$ cat src/tsp_pkg.sv
// Purpose: shared constants and types for the sensor two-wire slave port
// Assumes: 125 MHz system clock, registers reached only over the two-wire bus
// Notes:   every offset, reset value and cycle count lives here
package tsp_pkg;

  // system clock rate and derived timing
  localparam int unsigned CLK_HZ        = 125_000_000;
  localparam int unsigned TIMEOUT_MS    = 35;   // bus hang limit, ms
  localparam int unsigned NVLOAD_US     = 1500; // nonvolatile load time, us
  // longest times round down to whole cycles
  localparam int unsigned TIMEOUT_CYC   = TIMEOUT_MS * (CLK_HZ / 1000);
  localparam int unsigned NVLOAD_CYC    = NVLOAD_US * (CLK_HZ / 1000000);
  localparam int unsigned CNT_W         = 23;   // holds either count

  // bus framing
  localparam logic [3:0] BYTE_BITS      = 4'h8;
  localparam logic [4:0] ADDR_HI        = 5'h12;  // upper five bits 10010
  localparam logic [7:0] GC_ADDR_BYTE   = 8'h00;  // general call, write
  localparam logic [7:0] GC_RESET_CMD   = 8'h06;  // general-call reset
  localparam logic [7:0] ARA_BYTE       = 8'h19;  // alert response, read
  localparam logic [1:0] STRAP_RST      = 2'h0;

  // register pointer values
  localparam logic [7:0] PTR_READING    = 8'h00;
  localparam logic [7:0] PTR_SETUP      = 8'h01;
  localparam logic [7:0] PTR_UPPER      = 8'h02;
  localparam logic [7:0] PTR_LOWER      = 8'h03;
  localparam logic [7:0] PTR_UNLOCK     = 8'h04;
  localparam logic [7:0] PTR_SCRATCH1   = 8'h05;
  localparam logic [7:0] PTR_SCRATCH4   = 8'h08;
  localparam logic [7:0] PTR_PART_ID    = 8'h0f;
  localparam logic [7:0] PTR_RESET      = 8'h00;

  // reset values before the nonvolatile load lands
  localparam logic [15:0] SETUP_RST     = 16'h0220;
  localparam logic [15:0] UPPER_RST     = 16'h6000;
  localparam logic [15:0] LOWER_RST     = 16'h8000;
  localparam logic [15:0] UNLOCK_RST    = 16'h0000;
  localparam logic [15:0] SCRATCH_RST   = 16'h0000;
  localparam logic [15:0] WORD_ZERO     = 16'h0000;
  // arbitrary identity value, not that of any real part
  localparam logic [15:0] PART_ID_VAL   = 16'h0a5c;

  // field layouts
  localparam logic [15:0] SETUP_WR_MASK = 16'h0ffc; // bits 11:2 writable
  localparam int unsigned SETUP_THERM   = 4;        // hysteresis_window_select
  localparam int unsigned UNLOCK_BIT    = 15;

  // bit-level bus phases
  typedef enum logic [2:0] {
    PH_IDLE = 3'b000,
    PH_RX   = 3'b001,
    PH_ACK  = 3'b010,
    PH_TX   = 3'b011,
    PH_MACK = 3'b100
  } tsp_phase_t;

  // meaning of the byte being moved
  typedef enum logic [2:0] {
    K_ADDR  = 3'b000,
    K_PTR   = 3'b001,
    K_WDATA = 3'b010,
    K_GCCMD = 3'b011,
    K_READ  = 3'b100,
    K_ARA   = 3'b101
  } tsp_kind_t;

endpackage

$ cat src/tsp_slave_port.sv
// Purpose: two-wire slave port of a temperature sensor with its registers
// Assumes: scl, sda and strap pins are asynchronous; sensor inputs are
//          on clk
// Notes:   open-drain data pin as sda_out/sda_oe; no clock output exists
//
// Summary of operation
// - slave only, never drives the clock line
// - works for bus clock 1 kHz to 400 kHz
// - sixteen-bit words move high byte first
// - address 10010 plus two strap-decoded bits
// - acknowledge holds data low through ninth clock
// - data changes while clock high mean START/STOP
// - first written byte becomes the pointer, acknowledged
// - later written bytes go to pointed register
// - reads use last pointer, kept across reads
// - transmit high then low; master no-ack ends
// - alert response returns address with side bit
// - bitwise arbitration on response; winner clears alert outside hysteresis mode
// - general call acknowledged; 06 command resets registers
// - hang of 35 ms resets the interface
// - any number of bytes per transfer, except the single-byte alert response
// - register reset values come from nonvolatile cells, except the unlock word
// - eight-bit pointer resets to zero
// - hysteresis mode: reads never clear the alert
// - writes ignored during nonvolatile load, reads served
`timescale 1ns/1ns
module tsp_slave_port
  import tsp_pkg::*;
#(
  parameter int unsigned TIMEOUT_CYCLES = TIMEOUT_CYC,
  parameter int unsigned NVLOAD_CYCLES  = NVLOAD_CYC
) (
  input  wire logic        clk,
  input  wire logic        rstn,
  input  wire logic        scl_in,            // bus clock pin level
  input  wire logic        sda_in,            // bus data pin level
  output logic             sda_out,           // always low when enabled
  output logic             sda_oe,            // high pulls data low
  input  wire logic        address_strap_pin, // strap pin level
  input  wire logic [15:0] thermal_value,     // latest conversion result
  input  wire logic [2:0]  conv_flags,        // high, low, ready flags
  input  wire logic        alert_active,      // alert output asserted
  input  wire logic        alert_high,        // alert is over upper limit
  input  wire logic [15:0] nvm_setup,         // stored reset values
  input  wire logic [15:0] nvm_upper,
  input  wire logic [15:0] nvm_lower,
  input  wire logic [63:0] nvm_scratch,       // four stored words
  output logic [15:0]      setup_control,
  output logic [15:0]      upper_threshold,
  output logic [15:0]      lower_threshold,
  output logic             alert_clear,       // one-cycle clear request
  output logic             ready_clear        // one-cycle ready clear
);

  logic [2:0]       pins_s;       // synchronised scl, sda, strap
  logic             scl_s;
  logic             sda_s;
  logic             strap_s;
  logic             scl_d;        // previous synchronised levels
  logic             sda_d;
  logic             scl_rise;
  logic             scl_fall;
  logic             start_det;
  logic             stop_det;
  tsp_phase_t       phase;
  tsp_kind_t        kind;
  logic [3:0]       cnt;          // bits moved in this byte
  logic [7:0]       shreg;        // receive shifter
  logic [7:0]       tx_shift;     // transmit shifter, bit 7 on the wire
  logic [7:0]       ptr;          // register pointer
  logic             byte_hi;      // next byte is the high half
  logic [7:0]       hi_hold;      // written high byte awaiting low
  logic [15:0]      rd_word;      // word frozen for both halves
  logic [15:0]      rd_now;       // live read mux
  logic [15:0]      wr_data;
  logic             wr_en;
  logic             soft_rst;
  logic             strap_at_start;
  logic             strap_at_low;
  logic             strap_at_rise;
  logic [1:0]       strap_code;   // last decoded strap bits
  logic [1:0]       addr_low;
  logic [15:0]      unlock_word;
  logic [15:0]      scratch [4];
  logic [CNT_W-1:0] nv_cnt;
  logic             nv_busy;
  logic             load_done;
  logic [CNT_W-1:0] to_cnt;
  logic             to_hit;
  logic             therm;
  logic [7:0]       tx_next;      // byte that starts the next transmit

  // decode strap from levels seen at start, clock low, first rise
  function automatic logic [1:0] strap_decode(input logic at_start,
                                              input logic at_low,
                                              input logic at_rise);
    if (!at_start)
      strap_decode = at_rise ? 2'h2 : 2'h0; // data-tied or ground
    else
      strap_decode = at_low ? 2'h1 : 2'h3;  // supply or clock-tied
  endfunction

  // pins cross into clk before anything looks at them
  tsp_sync #(.W(3)) u_sync (
    .clk  (clk),
    .rstn (rstn),
    .d    ({scl_in, sda_in, address_strap_pin}),
    .q    (pins_s)
  );

  assign scl_s   = pins_s[2];
  assign sda_s   = pins_s[1];
  assign strap_s = pins_s[0];
  assign therm   = setup_control[SETUP_THERM];

  // edge history; 125 MHz oversamples a 400 kHz bus many times over
  always_ff @(posedge clk) begin
    if (!rstn) begin
      scl_d <= 1'b1;
      sda_d <= 1'b1;
    end else begin
      scl_d <= scl_s;
      sda_d <= sda_s;
    end
  end

  // bits are taken on rising clock; data moves only while clock is low
  assign scl_rise  = scl_s & ~scl_d;
  assign scl_fall  = ~scl_s & scl_d;
  assign start_det = scl_s & scl_d & sda_d & ~sda_s;
  assign stop_det  = scl_s & scl_d & ~sda_d & sda_s;

  // strap capture at three moments of each address byte
  always_ff @(posedge clk) begin
    if (!rstn) begin
      strap_at_start <= 1'b0;
      strap_at_low   <= 1'b0;
      strap_at_rise  <= 1'b0;
      strap_code     <= STRAP_RST;
    end else begin
      if (start_det)
        strap_at_start <= strap_s;
      if (scl_fall && phase == PH_RX && kind == K_ADDR && cnt == 4'h0)
        strap_at_low <= strap_s;
      if (scl_rise && phase == PH_RX && kind == K_ADDR && cnt == 4'h0)
        strap_at_rise <= strap_s;
      // only a leading one makes the rise sample meaningful
      if (scl_fall && phase == PH_RX && kind == K_ADDR &&
          cnt == BYTE_BITS && shreg[7])
        strap_code <= addr_low;
    end
  end

  assign addr_low = shreg[7] ? strap_decode(strap_at_start, strap_at_low,
                                            strap_at_rise) : strap_code;

  // live read mux; unmapped addresses read as zero
  always_comb begin
    rd_now = WORD_ZERO;
    case (ptr)
      PTR_READING: rd_now = thermal_value;
      PTR_SETUP:   rd_now = {conv_flags, nv_busy, setup_control[11:0]};
      PTR_UPPER:   rd_now = upper_threshold;
      PTR_LOWER:   rd_now = lower_threshold;
      PTR_UNLOCK:  rd_now = {unlock_word[15], nv_busy, 14'h0000};
      PTR_PART_ID: rd_now = PART_ID_VAL;
      default: begin
        if (ptr >= PTR_SCRATCH1 && ptr <= PTR_SCRATCH4)
          rd_now = scratch[2'(ptr - PTR_SCRATCH1)];
      end
    endcase
  end

  // high half is freshly latched, low half comes from the frozen word
  assign tx_next = byte_hi ? rd_now[15:8] : rd_word[7:0];

  // byte and bit sequencer
  always_ff @(posedge clk) begin
    wr_en       <= 1'b0;
    soft_rst    <= 1'b0;
    alert_clear <= 1'b0;
    ready_clear <= 1'b0;
    if (!rstn) begin
      phase    <= PH_IDLE;
      kind     <= K_ADDR;
      cnt      <= 4'h0;
      shreg    <= 8'h00;
      tx_shift <= 8'h00;
      sda_oe   <= 1'b0;
      ptr      <= PTR_RESET;
      byte_hi  <= 1'b1;
      hi_hold  <= 8'h00;
      rd_word  <= WORD_ZERO;
      wr_data  <= WORD_ZERO;
    end else if (to_hit) begin
      phase  <= PH_IDLE;
      sda_oe <= 1'b0;
    end else if (stop_det) begin
      phase  <= PH_IDLE;
      sda_oe <= 1'b0;
    end else if (start_det) begin
      phase  <= PH_RX;   // repeated start also lands here
      kind   <= K_ADDR;
      cnt    <= 4'h0;
      sda_oe <= 1'b0;
    end else if (soft_rst) begin
      ptr <= PTR_RESET;
    end else if (scl_rise) begin
      case (phase)
        PH_RX: begin
          shreg <= {shreg[6:0], sda_s};
          cnt   <= cnt + 4'h1;
        end
        PH_TX: begin
          cnt <= cnt + 4'h1;
          // sent a one but the wire is low: a lower address won
          if (kind == K_ARA && !sda_oe && !sda_s)
            phase <= PH_IDLE;
        end
        PH_MACK: begin
          if (sda_s)
            phase <= PH_IDLE;
        end
        default: begin
        end
      endcase
    end else if (scl_fall) begin
      case (phase)
        PH_RX: begin
          if (cnt == BYTE_BITS) begin
            cnt <= 4'h0;
            case (kind)
              K_ADDR: begin
                if (shreg[7:1] == {ADDR_HI, addr_low}) begin
                  sda_oe  <= 1'b1;
                  phase   <= PH_ACK;
                  kind    <= shreg[0] ? K_READ : K_PTR;
                  byte_hi <= 1'b1;
                end else if (shreg == GC_ADDR_BYTE) begin
                  sda_oe <= 1'b1;
                  phase  <= PH_ACK;
                  kind   <= K_GCCMD;
                end else if (shreg == ARA_BYTE && alert_active) begin
                  sda_oe <= 1'b1;
                  phase  <= PH_ACK;
                  kind   <= K_ARA;
                end else begin
                  phase <= PH_IDLE; // not for us
                end
              end
              K_PTR: begin
                ptr     <= shreg;
                sda_oe  <= 1'b1;
                phase   <= PH_ACK;
                kind    <= K_WDATA;
                byte_hi <= 1'b1;
              end
              K_WDATA: begin
                sda_oe  <= 1'b1;
                phase   <= PH_ACK;
                byte_hi <= ~byte_hi;
                if (byte_hi) begin
                  hi_hold <= shreg;
                end else begin
                  wr_en   <= ~nv_busy;
                  wr_data <= {hi_hold, shreg};
                end
              end
              K_GCCMD: begin
                sda_oe <= 1'b1;
                phase  <= PH_ACK;
                if (shreg == GC_RESET_CMD)
                  soft_rst <= 1'b1;
              end
              default: phase <= PH_IDLE;
            endcase
          end
        end
        PH_ACK: begin
          cnt <= 4'h0;
          if (kind == K_READ) begin
            phase    <= PH_TX;
            rd_word  <= rd_now;
            tx_shift <= tx_next;
            sda_oe   <= ~tx_next[7];
            byte_hi  <= 1'b0;
            ready_clear <= (ptr == PTR_READING) || (ptr == PTR_SETUP);
            alert_clear <= (ptr == PTR_SETUP) && !therm;
          end else if (kind == K_ARA) begin
            phase    <= PH_TX;
            tx_shift <= {ADDR_HI, strap_code, alert_high};
            sda_oe   <= ~ADDR_HI[4];
          end else begin
            phase  <= PH_RX;
            sda_oe <= 1'b0;
          end
        end
        PH_TX: begin
          if (cnt == BYTE_BITS) begin
            sda_oe <= 1'b0;
            phase  <= PH_MACK;
            if (kind == K_ARA && !therm)
              alert_clear <= 1'b1;
          end else begin
            sda_oe   <= ~tx_shift[6];
            tx_shift <= {tx_shift[6:0], 1'b0};
          end
        end
        PH_MACK: begin
          cnt <= 4'h0;
          if (kind == K_ARA) begin
            phase <= PH_IDLE; // response is a single byte
          end else begin
            phase    <= PH_TX;
            tx_shift <= tx_next;
            sda_oe   <= ~tx_next[7];
            byte_hi  <= ~byte_hi;
            if (byte_hi)
              rd_word <= rd_now;
          end
        end
        default: begin
        end
      endcase
    end
  end

  // open drain: the driven level is always low
  always_ff @(posedge clk) begin
    sda_out <= 1'b0;
  end

  // nonvolatile load timer; general-call reset restarts it
  always_ff @(posedge clk) begin
    if (!rstn) begin
      nv_cnt    <= '0;
      nv_busy   <= 1'b1;
      load_done <= 1'b0;
    end else begin
      load_done <= 1'b0;
      if (soft_rst) begin
        nv_cnt  <= '0;
        nv_busy <= 1'b1;
      end else if (nv_busy) begin
        nv_cnt <= nv_cnt + 1'b1;
        if (nv_cnt == CNT_W'(NVLOAD_CYCLES - 1)) begin
          nv_busy   <= 1'b0;
          load_done <= 1'b1;
        end
      end
    end
  end

  // register file; the load wins over a write landing the same cycle
  always_ff @(posedge clk) begin
    if (!rstn) begin
      setup_control   <= SETUP_RST;
      upper_threshold <= UPPER_RST;
      lower_threshold <= LOWER_RST;
      unlock_word     <= UNLOCK_RST;
      for (int i = 0; i < 4; i++)
        scratch[i] <= SCRATCH_RST;
    end else if (load_done) begin
      setup_control   <= nvm_setup & SETUP_WR_MASK;
      upper_threshold <= nvm_upper;
      lower_threshold <= nvm_lower;
      for (int i = 0; i < 4; i++)
        scratch[i] <= nvm_scratch[16*i +: 16];
    end else if (soft_rst) begin
      unlock_word <= UNLOCK_RST; // relock on reset
    end else if (wr_en) begin
      case (ptr)
        PTR_SETUP:  setup_control   <= wr_data & SETUP_WR_MASK;
        PTR_UPPER:  upper_threshold <= wr_data;
        PTR_LOWER:  lower_threshold <= wr_data;
        PTR_UNLOCK: unlock_word     <= {wr_data[UNLOCK_BIT], 15'h0000};
        default: begin
          // read-only and unmapped pointers fall through untouched
          if (ptr >= PTR_SCRATCH1 && ptr <= PTR_SCRATCH4)
            scratch[2'(ptr - PTR_SCRATCH1)] <= wr_data;
        end
      endcase
    end
  end

  // hang timer: clock held low or our own data drive, inside a frame
  always_ff @(posedge clk) begin
    if (!rstn || phase == PH_IDLE || (scl_s && !sda_oe))
      to_cnt <= '0;
    else
      to_cnt <= to_cnt + 1'b1;
  end

  assign to_hit = (to_cnt == CNT_W'(TIMEOUT_CYCLES - 1));
endmodule

$ cat src/tsp_sync.sv
// Purpose: two-flop synchroniser for the asynchronous bus pins
// Assumes: inputs are slow levels compared with the system clock
// Notes:   only the second stage leaves this module
`timescale 1ns/1ns
module tsp_sync
  import tsp_pkg::*;
#(
  parameter int unsigned W = 3
) (
  input  wire logic         clk,
  input  wire logic         rstn,
  input  wire logic [W-1:0] d,
  output logic      [W-1:0] q
);

  logic [W-1:0] meta; // first stage, read by q alone

  // idle bus is high, so reset to all ones
  always_ff @(posedge clk) begin
    if (!rstn) begin
      meta <= '1;
      q    <= '1;
    end else begin
      meta <= d;
      q    <= meta;
    end
  end

endmodule
$ cat config.mk
export PLATFORM = sky130hd
export DESIGN_NAME = tsp_slave_port
export DESIGN_NICKNAME = d
export VERILOG_FILES = /design/src/tsp_pkg.sv /design/src/tsp_slave_port.sv /design/src/tsp_sync.sv
export SDC_FILE = /design/constraint.sdc
export NUM_CORES = 1
export LEC_CHECK = 0
export ABC_AREA = 1
export CAP_MARGIN = 20
export CORE_UTILIZATION = 45
export CTS_BUF_LIST = sky130_fd_sc_hd__clkbuf_8
export CTS_CLUSTER_SIZE = 14
export DETAILED_ROUTE_END_ITERATION = 8
export DONT_BUFFER_PORTS = 1
export GPL_TIMING_DRIVEN = 0
export MAX_ROUTING_LAYER = met4
export PLACE_DENSITY = 0.62
export SYNTH_ARGS = -nofsm -noshare
export SYNTH_HDL_FRONTEND = slang
export SYNTH_HIERARCHICAL = 1
export SYNTH_SLANG_ARGS = --single-unit
$ cat constraint.sdc
create_clock -name clk -period 2.95 [get_ports clk]
set_clock_uncertainty 0.05 [all_clocks]
set_input_delay 0.295 -clock clk [delete_from_list [all_inputs] [get_ports clk]]
set_output_delay 0.295 -clock clk [all_outputs]
set_load 0.02 [all_outputs]
; ---- Word level (Yosys, flattened, before mapping)
; Memory sizes are Yosys's and may differ from the RTL's.
; Index checks and enable logic that the tools add are counted.
[classes]
n_reduce_logical = 78
n_mux = 113
add_sub_neg = 4
order_cmp = 2
bitwise = 33
n_eq_ne = 46
[ops]
columns = op, n
row1 = $mux W16, 17
row2 = $pmux W16 S6, 1
row3 = $mux W8, 10
row4 = $mux W12, 4
row5 = $mux W3, 16
row6 = $add A23 B1 Y23 const B, 2
row7 = $reduce_and A10 Y1, 4
row8 = $mux W1, 32
row9 = $reduce_and A8 Y1, 4
row10 = $reduce_bool A2 Y1, 15
row11 = $mux W7, 4
row12 = $mux W4, 6
row13 = $eq A23 B18 Y1 const B, 1
row14 = $eq A23 B23 Y1 const B, 1
row15 = $mux W2, 11
row16 = $not A1 Y1, 22
row17 = $pmux W7 S3, 1
row18 = $pmux W3 S2, 3
row19 = $eq A8 B2 Y1 const B, 2
row20 = $eq A8 B3 Y1 const B, 2
row21 = $logic_not A8 Y1, 2
row22 = $pmux W8 S2, 1
row23 = $reduce_or A16 Y1, 1
row24 = $logic_and A1 B1 Y1, 15
row25 = 47 further kinds, 99
[totals]
reg_bits = 190
memories = 1
input_bits = 138
ram_bits = 64
[memory_table]
columns = name, words, width, rd, rd_ports_with_merged_regs, write_ports, line_no
row1 = scratch, 4, 16, 1, 0, 4, tsp_slave_port.sv:84  ; logic [15:0] scratch [4];

; ---- Logic depth before layout (Yosys ltp)
[logic_depth]
ltp_word = 12
depth_mapped = 15
mapped_depth_nobuf = 14

; ---- Cells and area by module
; Netlist, hierarchy kept.
[modules_own_cells]
columns = mod, n_inst, area_each_um2, cells_each
row1 = tsp_slave_port, 1, 12137.9, 1675
row2 = tsp_sync, 1, 165.2, 18

; ---- Worst setup path before layout
; No wires, ideal clock.
[synth_path]
path_type = reg-to-reg
start = reg ptr[0]
end = mem scratch[2][0], enable pin
setup_time_ns = 0.363
path_stages_with_launch = 12
t_arrival_ns = 2.469
slack_ns = 0.068
period_less_slack_ns = 2.882
path_cell_list = dfxtp_1 > clkbuf_1 > clkinv_1 > clkbuf_1 > ha_1 > a21oi_1 > nor2_1 > nand2_1 > clkinv_1 > nand3_1 > clkbuf_1 > nand2_1
[synth_rtl]
columns = item, line_no
row1 = from (decl), tsp_slave_port.sv:70  ; logic [7:0] ptr;
row2 = from (signal assigned), tsp_slave_port.sv:252  ; ptr <= shreg;
row3 = to (decl), tsp_slave_port.sv:84

; ---- Worst setup path in the final report
[layout_path]
start = reg ptr[0]
end = reg tx_shift[4]
[layout_via]
elab_chain_len = 7
[layout_lines]
columns = item, line_no
row1 = $sub A2 B1 Y2 (tied with other cells), tsp_slave_port.sv:169  ; rd_now = scratch[2'(ptr - PTR_SCRATCH1)];
row2 = $mem_v2 Z4 W16 or $logic_and A1 B1 Y1 (tied branches), n/a
row3 = $mux W16, tsp_slave_port.sv:168  ; if (ptr >= PTR_SCRATCH1 && ptr <= PTR_SCRATCH4)
row4 = $pmux W16 S6 *, tsp_slave_port.sv:160  ; case (ptr)
row5 = $mux W8 *, tsp_slave_port.sv:175  ; assign tx_next = byte_hi ? rd_now[15:8] : rd_word[7:0];
row6 = "$mux W7, on equally long branches", "tsp_slave_port.sv:311, tsp_slave_port.sv:281"
row7 = $pmux W7 S3 *, tsp_slave_port.sv:228  ; case (phase)
row8 = to (signal assigned), tsp_slave_port.sv:284  ; tx_shift <= tx_next;
row9 = to (signal assigned), tsp_slave_port.sv:306  ; tx_shift <= {tx_shift[6:0], 1'b0};
row10 = to (signal assigned), tsp_slave_port.sv:315  ; tx_shift <= tx_next;
row11 = to (decl), tsp_slave_port.sv:69  ; logic [7:0] tx_shift;
; Every way passes the cells marked *; elsewhere a longest branch is shown, timed or not. The select of a mux whose other input is x is not followed.
; A chain may end at the register's enable or synchronous reset.

==> reports/metrics.yaml <==
layout:
  instances_no_fill: 2232
  nNetsFinal: 2011
  regArea_um2: 5430
  syn_to_final_growth_pct: 21.4
  drive_above_1_share_pct: 7.99
  post-route-util_pct: 55.6
  fill_cells: 2562
  multi_input_area_um2: 6020
timing:
  max-slew-margin-rel_pct: 45.7
  tns_ns: 0
  final_max_slew_viol_count: 0
  period_needed_ns: 2.79
  rsz0062_at_grt: "no"
  finalHoldViolations: 0
  clock.fmax_ghz: 0.359
  setup_viol: 0
  hold_slack_ns: 0.0305
  timing.final.crit_share_pct: 94.5
  worst_pin_slew_ns: 0.814
die:
  rows: 60
  core_um2: 26900
  die_y_um: 167
  ioPinCount: 190
  dieArea_um2: 28000
  start_util_pct: 45.8
  fp.dieW_um: 167
power_and_ir_drop:
  p_sw_share_pct: 24.6
  p_int_mw: 5.26
  peakVddDrop_mv: 0.286
  power_frac_comb_pct: 6.1
  p_per_area_nw_per_um2: 467
  power_switching_mw: 1.72
  leakage_nw: 5.80
  seqPwrFrac_pct: 49.1
  power.share.clock_pct: 44.8
setup_path:
  required_ns: 3.41
  end_kind: "register"
  critPathKind: "reg -> reg"
  cp.arrival_ns: 3.25
  startpoint_type: "register"
  cp_max_fo: 12
placed_design:
  gp_congestion: 0.953
  port_buffers: 0
  dp_hpwl_um: 31300
  dp_cells: 2040
synth:
  yosysMostFrequentCell: "nand2_1"
  ys_warn_count: 6
  ys.flop_type: "dfxtp_1"
  synth_cell_types: 48
  ys_async_sr_fraction_pct: 0
  synth.area.top_cells: "dfxtp_1 (28%), edfxtp_1 (16%), nand2_1 (11%)"
  yosysTopAreaCell: "dfxtp_1"
  synth_top_cell_area_share_pct: 28.5
  syn_avg_cell_area_um2: 7.27
  netlist_instances: 1693
  ys_seq_area_share_pct: 44.1
  synth_common_cells: "nand2_1 (349), nor2_1 (201), dfxtp_1 (175)"
  synth-edff-count: 64
  ys_ff_latch: 239
  syn_area_um2: 12300
clocking:
  cts-root-buf: "clkbuf_8"
  clk_pin_slew_ns: 0.07
  clock_latency_ns: 0.58
  clockBufferDepth: 3
  htreeDepth: 2
  numCtsBuffers: 42
  clock_sinks: 239
  cts_tree: "built"
detailed_routing:
  drt-initial-drc-count: 1340
  viasPerCell: 5.73
  antenna_left: 0
  drcViolationCount: 0
  wl_per_cell_um: 19.4
  first_pass_iters: 6
  num_vias: 12800
  wl_um: 43400
hold_path:
  worstHoldPathType: "in -> reg"
status:
  status: "completed"
global_routing:
  grt_max_degree: 17
  antenna_found_initial: 1
  gr-total-overflow: 0
  grt_pass1_vias: 11905
  grtUsageTotal_pct: 31.1
  grt_pass1_wl_um: 66200
job:
  drv_cap: 0
registers in the layout, indices dropped and copies added (netlist names), 10 cells and up:
register,cells
nv_cnt,23
to_cnt,23
wr_data,16
upper_threshold,16
setup_control,10
scratch,64
lower_threshold,16
what timing repair did:
action	in CTS	in global routing
setup buffers	1	0
endpoints found under the setup margin	157	92
gates cloned	0	0
hold buffers	115	0
resized for setup	34	11
endpoints found under the hold margin	117	0
pin swaps	1	0
power by group through the flow:
| stage | registers, mW | logic [mW] | clock network [mW] |
|---|---|---|---|
| finish | 3.43 | 0.425 | 3.13 |
| global placement | 3.50 | 0.275 | 0 |
| floorplan | 3.49 | 0.192 | 0 |
| CTS | 3.43 | 0.416 | 3.15 |
| global route | 3.43 | 0.454 | 3.30 |
| detailed placement | 3.50 | 0.275 | 0 |
cell families after synthesis:
kind of cell | count (synthesis) | synth area share [%]
fa+ha+maj | 14 | 1.42
flops | 239 | 44.1
simple gates | 817 | 29.4
xor+xnor | 10 | 0.712
compound gates | 367 | 16.3
other cells | 1 | 0.0305
buf+inv | 245 | 8.07
through the flow:
stage                     worst slack [ns]  total power [mW]  area (um^2)
after floorplan                     0.0684              3.68        12300
after global placement               -1.23              3.77        12800
after detailed placement             -1.21              3.77        12800
after CTS                           0.0567              7.00        14900
after global routing                0.0119              7.18        14900
final                                0.164              6.98        14900
cells in the final DEF (no fill, tap or decap), types with 7 or more instances in the layout:
master         count
nand2_1          345
nor2_1           201
dfxtp_1          174
inv_1            169
o21ai_0          163
nand3_1          140
a21oi_1          119
dlygate4sd3_1    115
edfxtp_1          64
clkbuf_8          57
nor3_1            40
clkbuf_1          39
nand4_1           32
a31oi_1           26
a22oi_1           18
buf_2             17
buf_4             13
ha_1              13
o22ai_1           11
nor4_1             9
nor2_2             9
o21ai_1            9
xor2_1             8
o211ai_1           7
nor3b_1            7
conb_1             7
worst max-delay path, cell delays in order, from the launching register on:
cell      delay (ns)
dfxtp_2         0.36
clkbuf_4        0.19
clkinv_2        0.12
buf_4           0.22
ha_2            0.36
clkinv_1        0.21
clkbuf_2        0.29
o21ai_0         0.12
o22ai_1         0.36
nand2_1         0.15
nand3_1         0.10
nand2_1         0.08
a21oi_1         0.12
layer usage:
layer,track usage [%],part of all wire (%),vias up
li1,-,-,6057
met1,40.0,42,5911
met2,49.2,46,708
met3,5.67,9.6,124
met4,10.8,3.1,0
met5,-,0,-
worst paths after layout:
kind	cells after the start	start	slack, ns	to
worst max-delay path	12	ptr[0]$_SDFFE_PN0P_	0.16	tx_shift[4]$_SDFFE_PN0P_
worst min-delay path	6	thermal_value[6]	0.03	rd_word[6]$_SDFFE_PN0P_
worst max register to register	12	ptr[0]$_SDFFE_PN0P_	0.16	tx_shift[4]$_SDFFE_PN0P_
worst min register to register	2	u_sync/meta[1]$_SDFF_PN1_	0.35	u_sync/q[1]$_SDFF_PN1_
layout make-up:
type / count / share of cell area [%]
Antenna cell: 1 / 0.0168
Buffer: 79 / 2.78
Clock buffer: 55 / 5.07
Clock inverter: 20 / 0.679
Inverter: 166 / 4.21
Multi-Input combinational cell: 1215 / 40.3
Sequential cell: 239 / 36.3
Tap cell: 341 / 2.86
Timing Repair Buffer: 116 / 7.78
No activity file was read; power rests on OpenSTA's default activity.
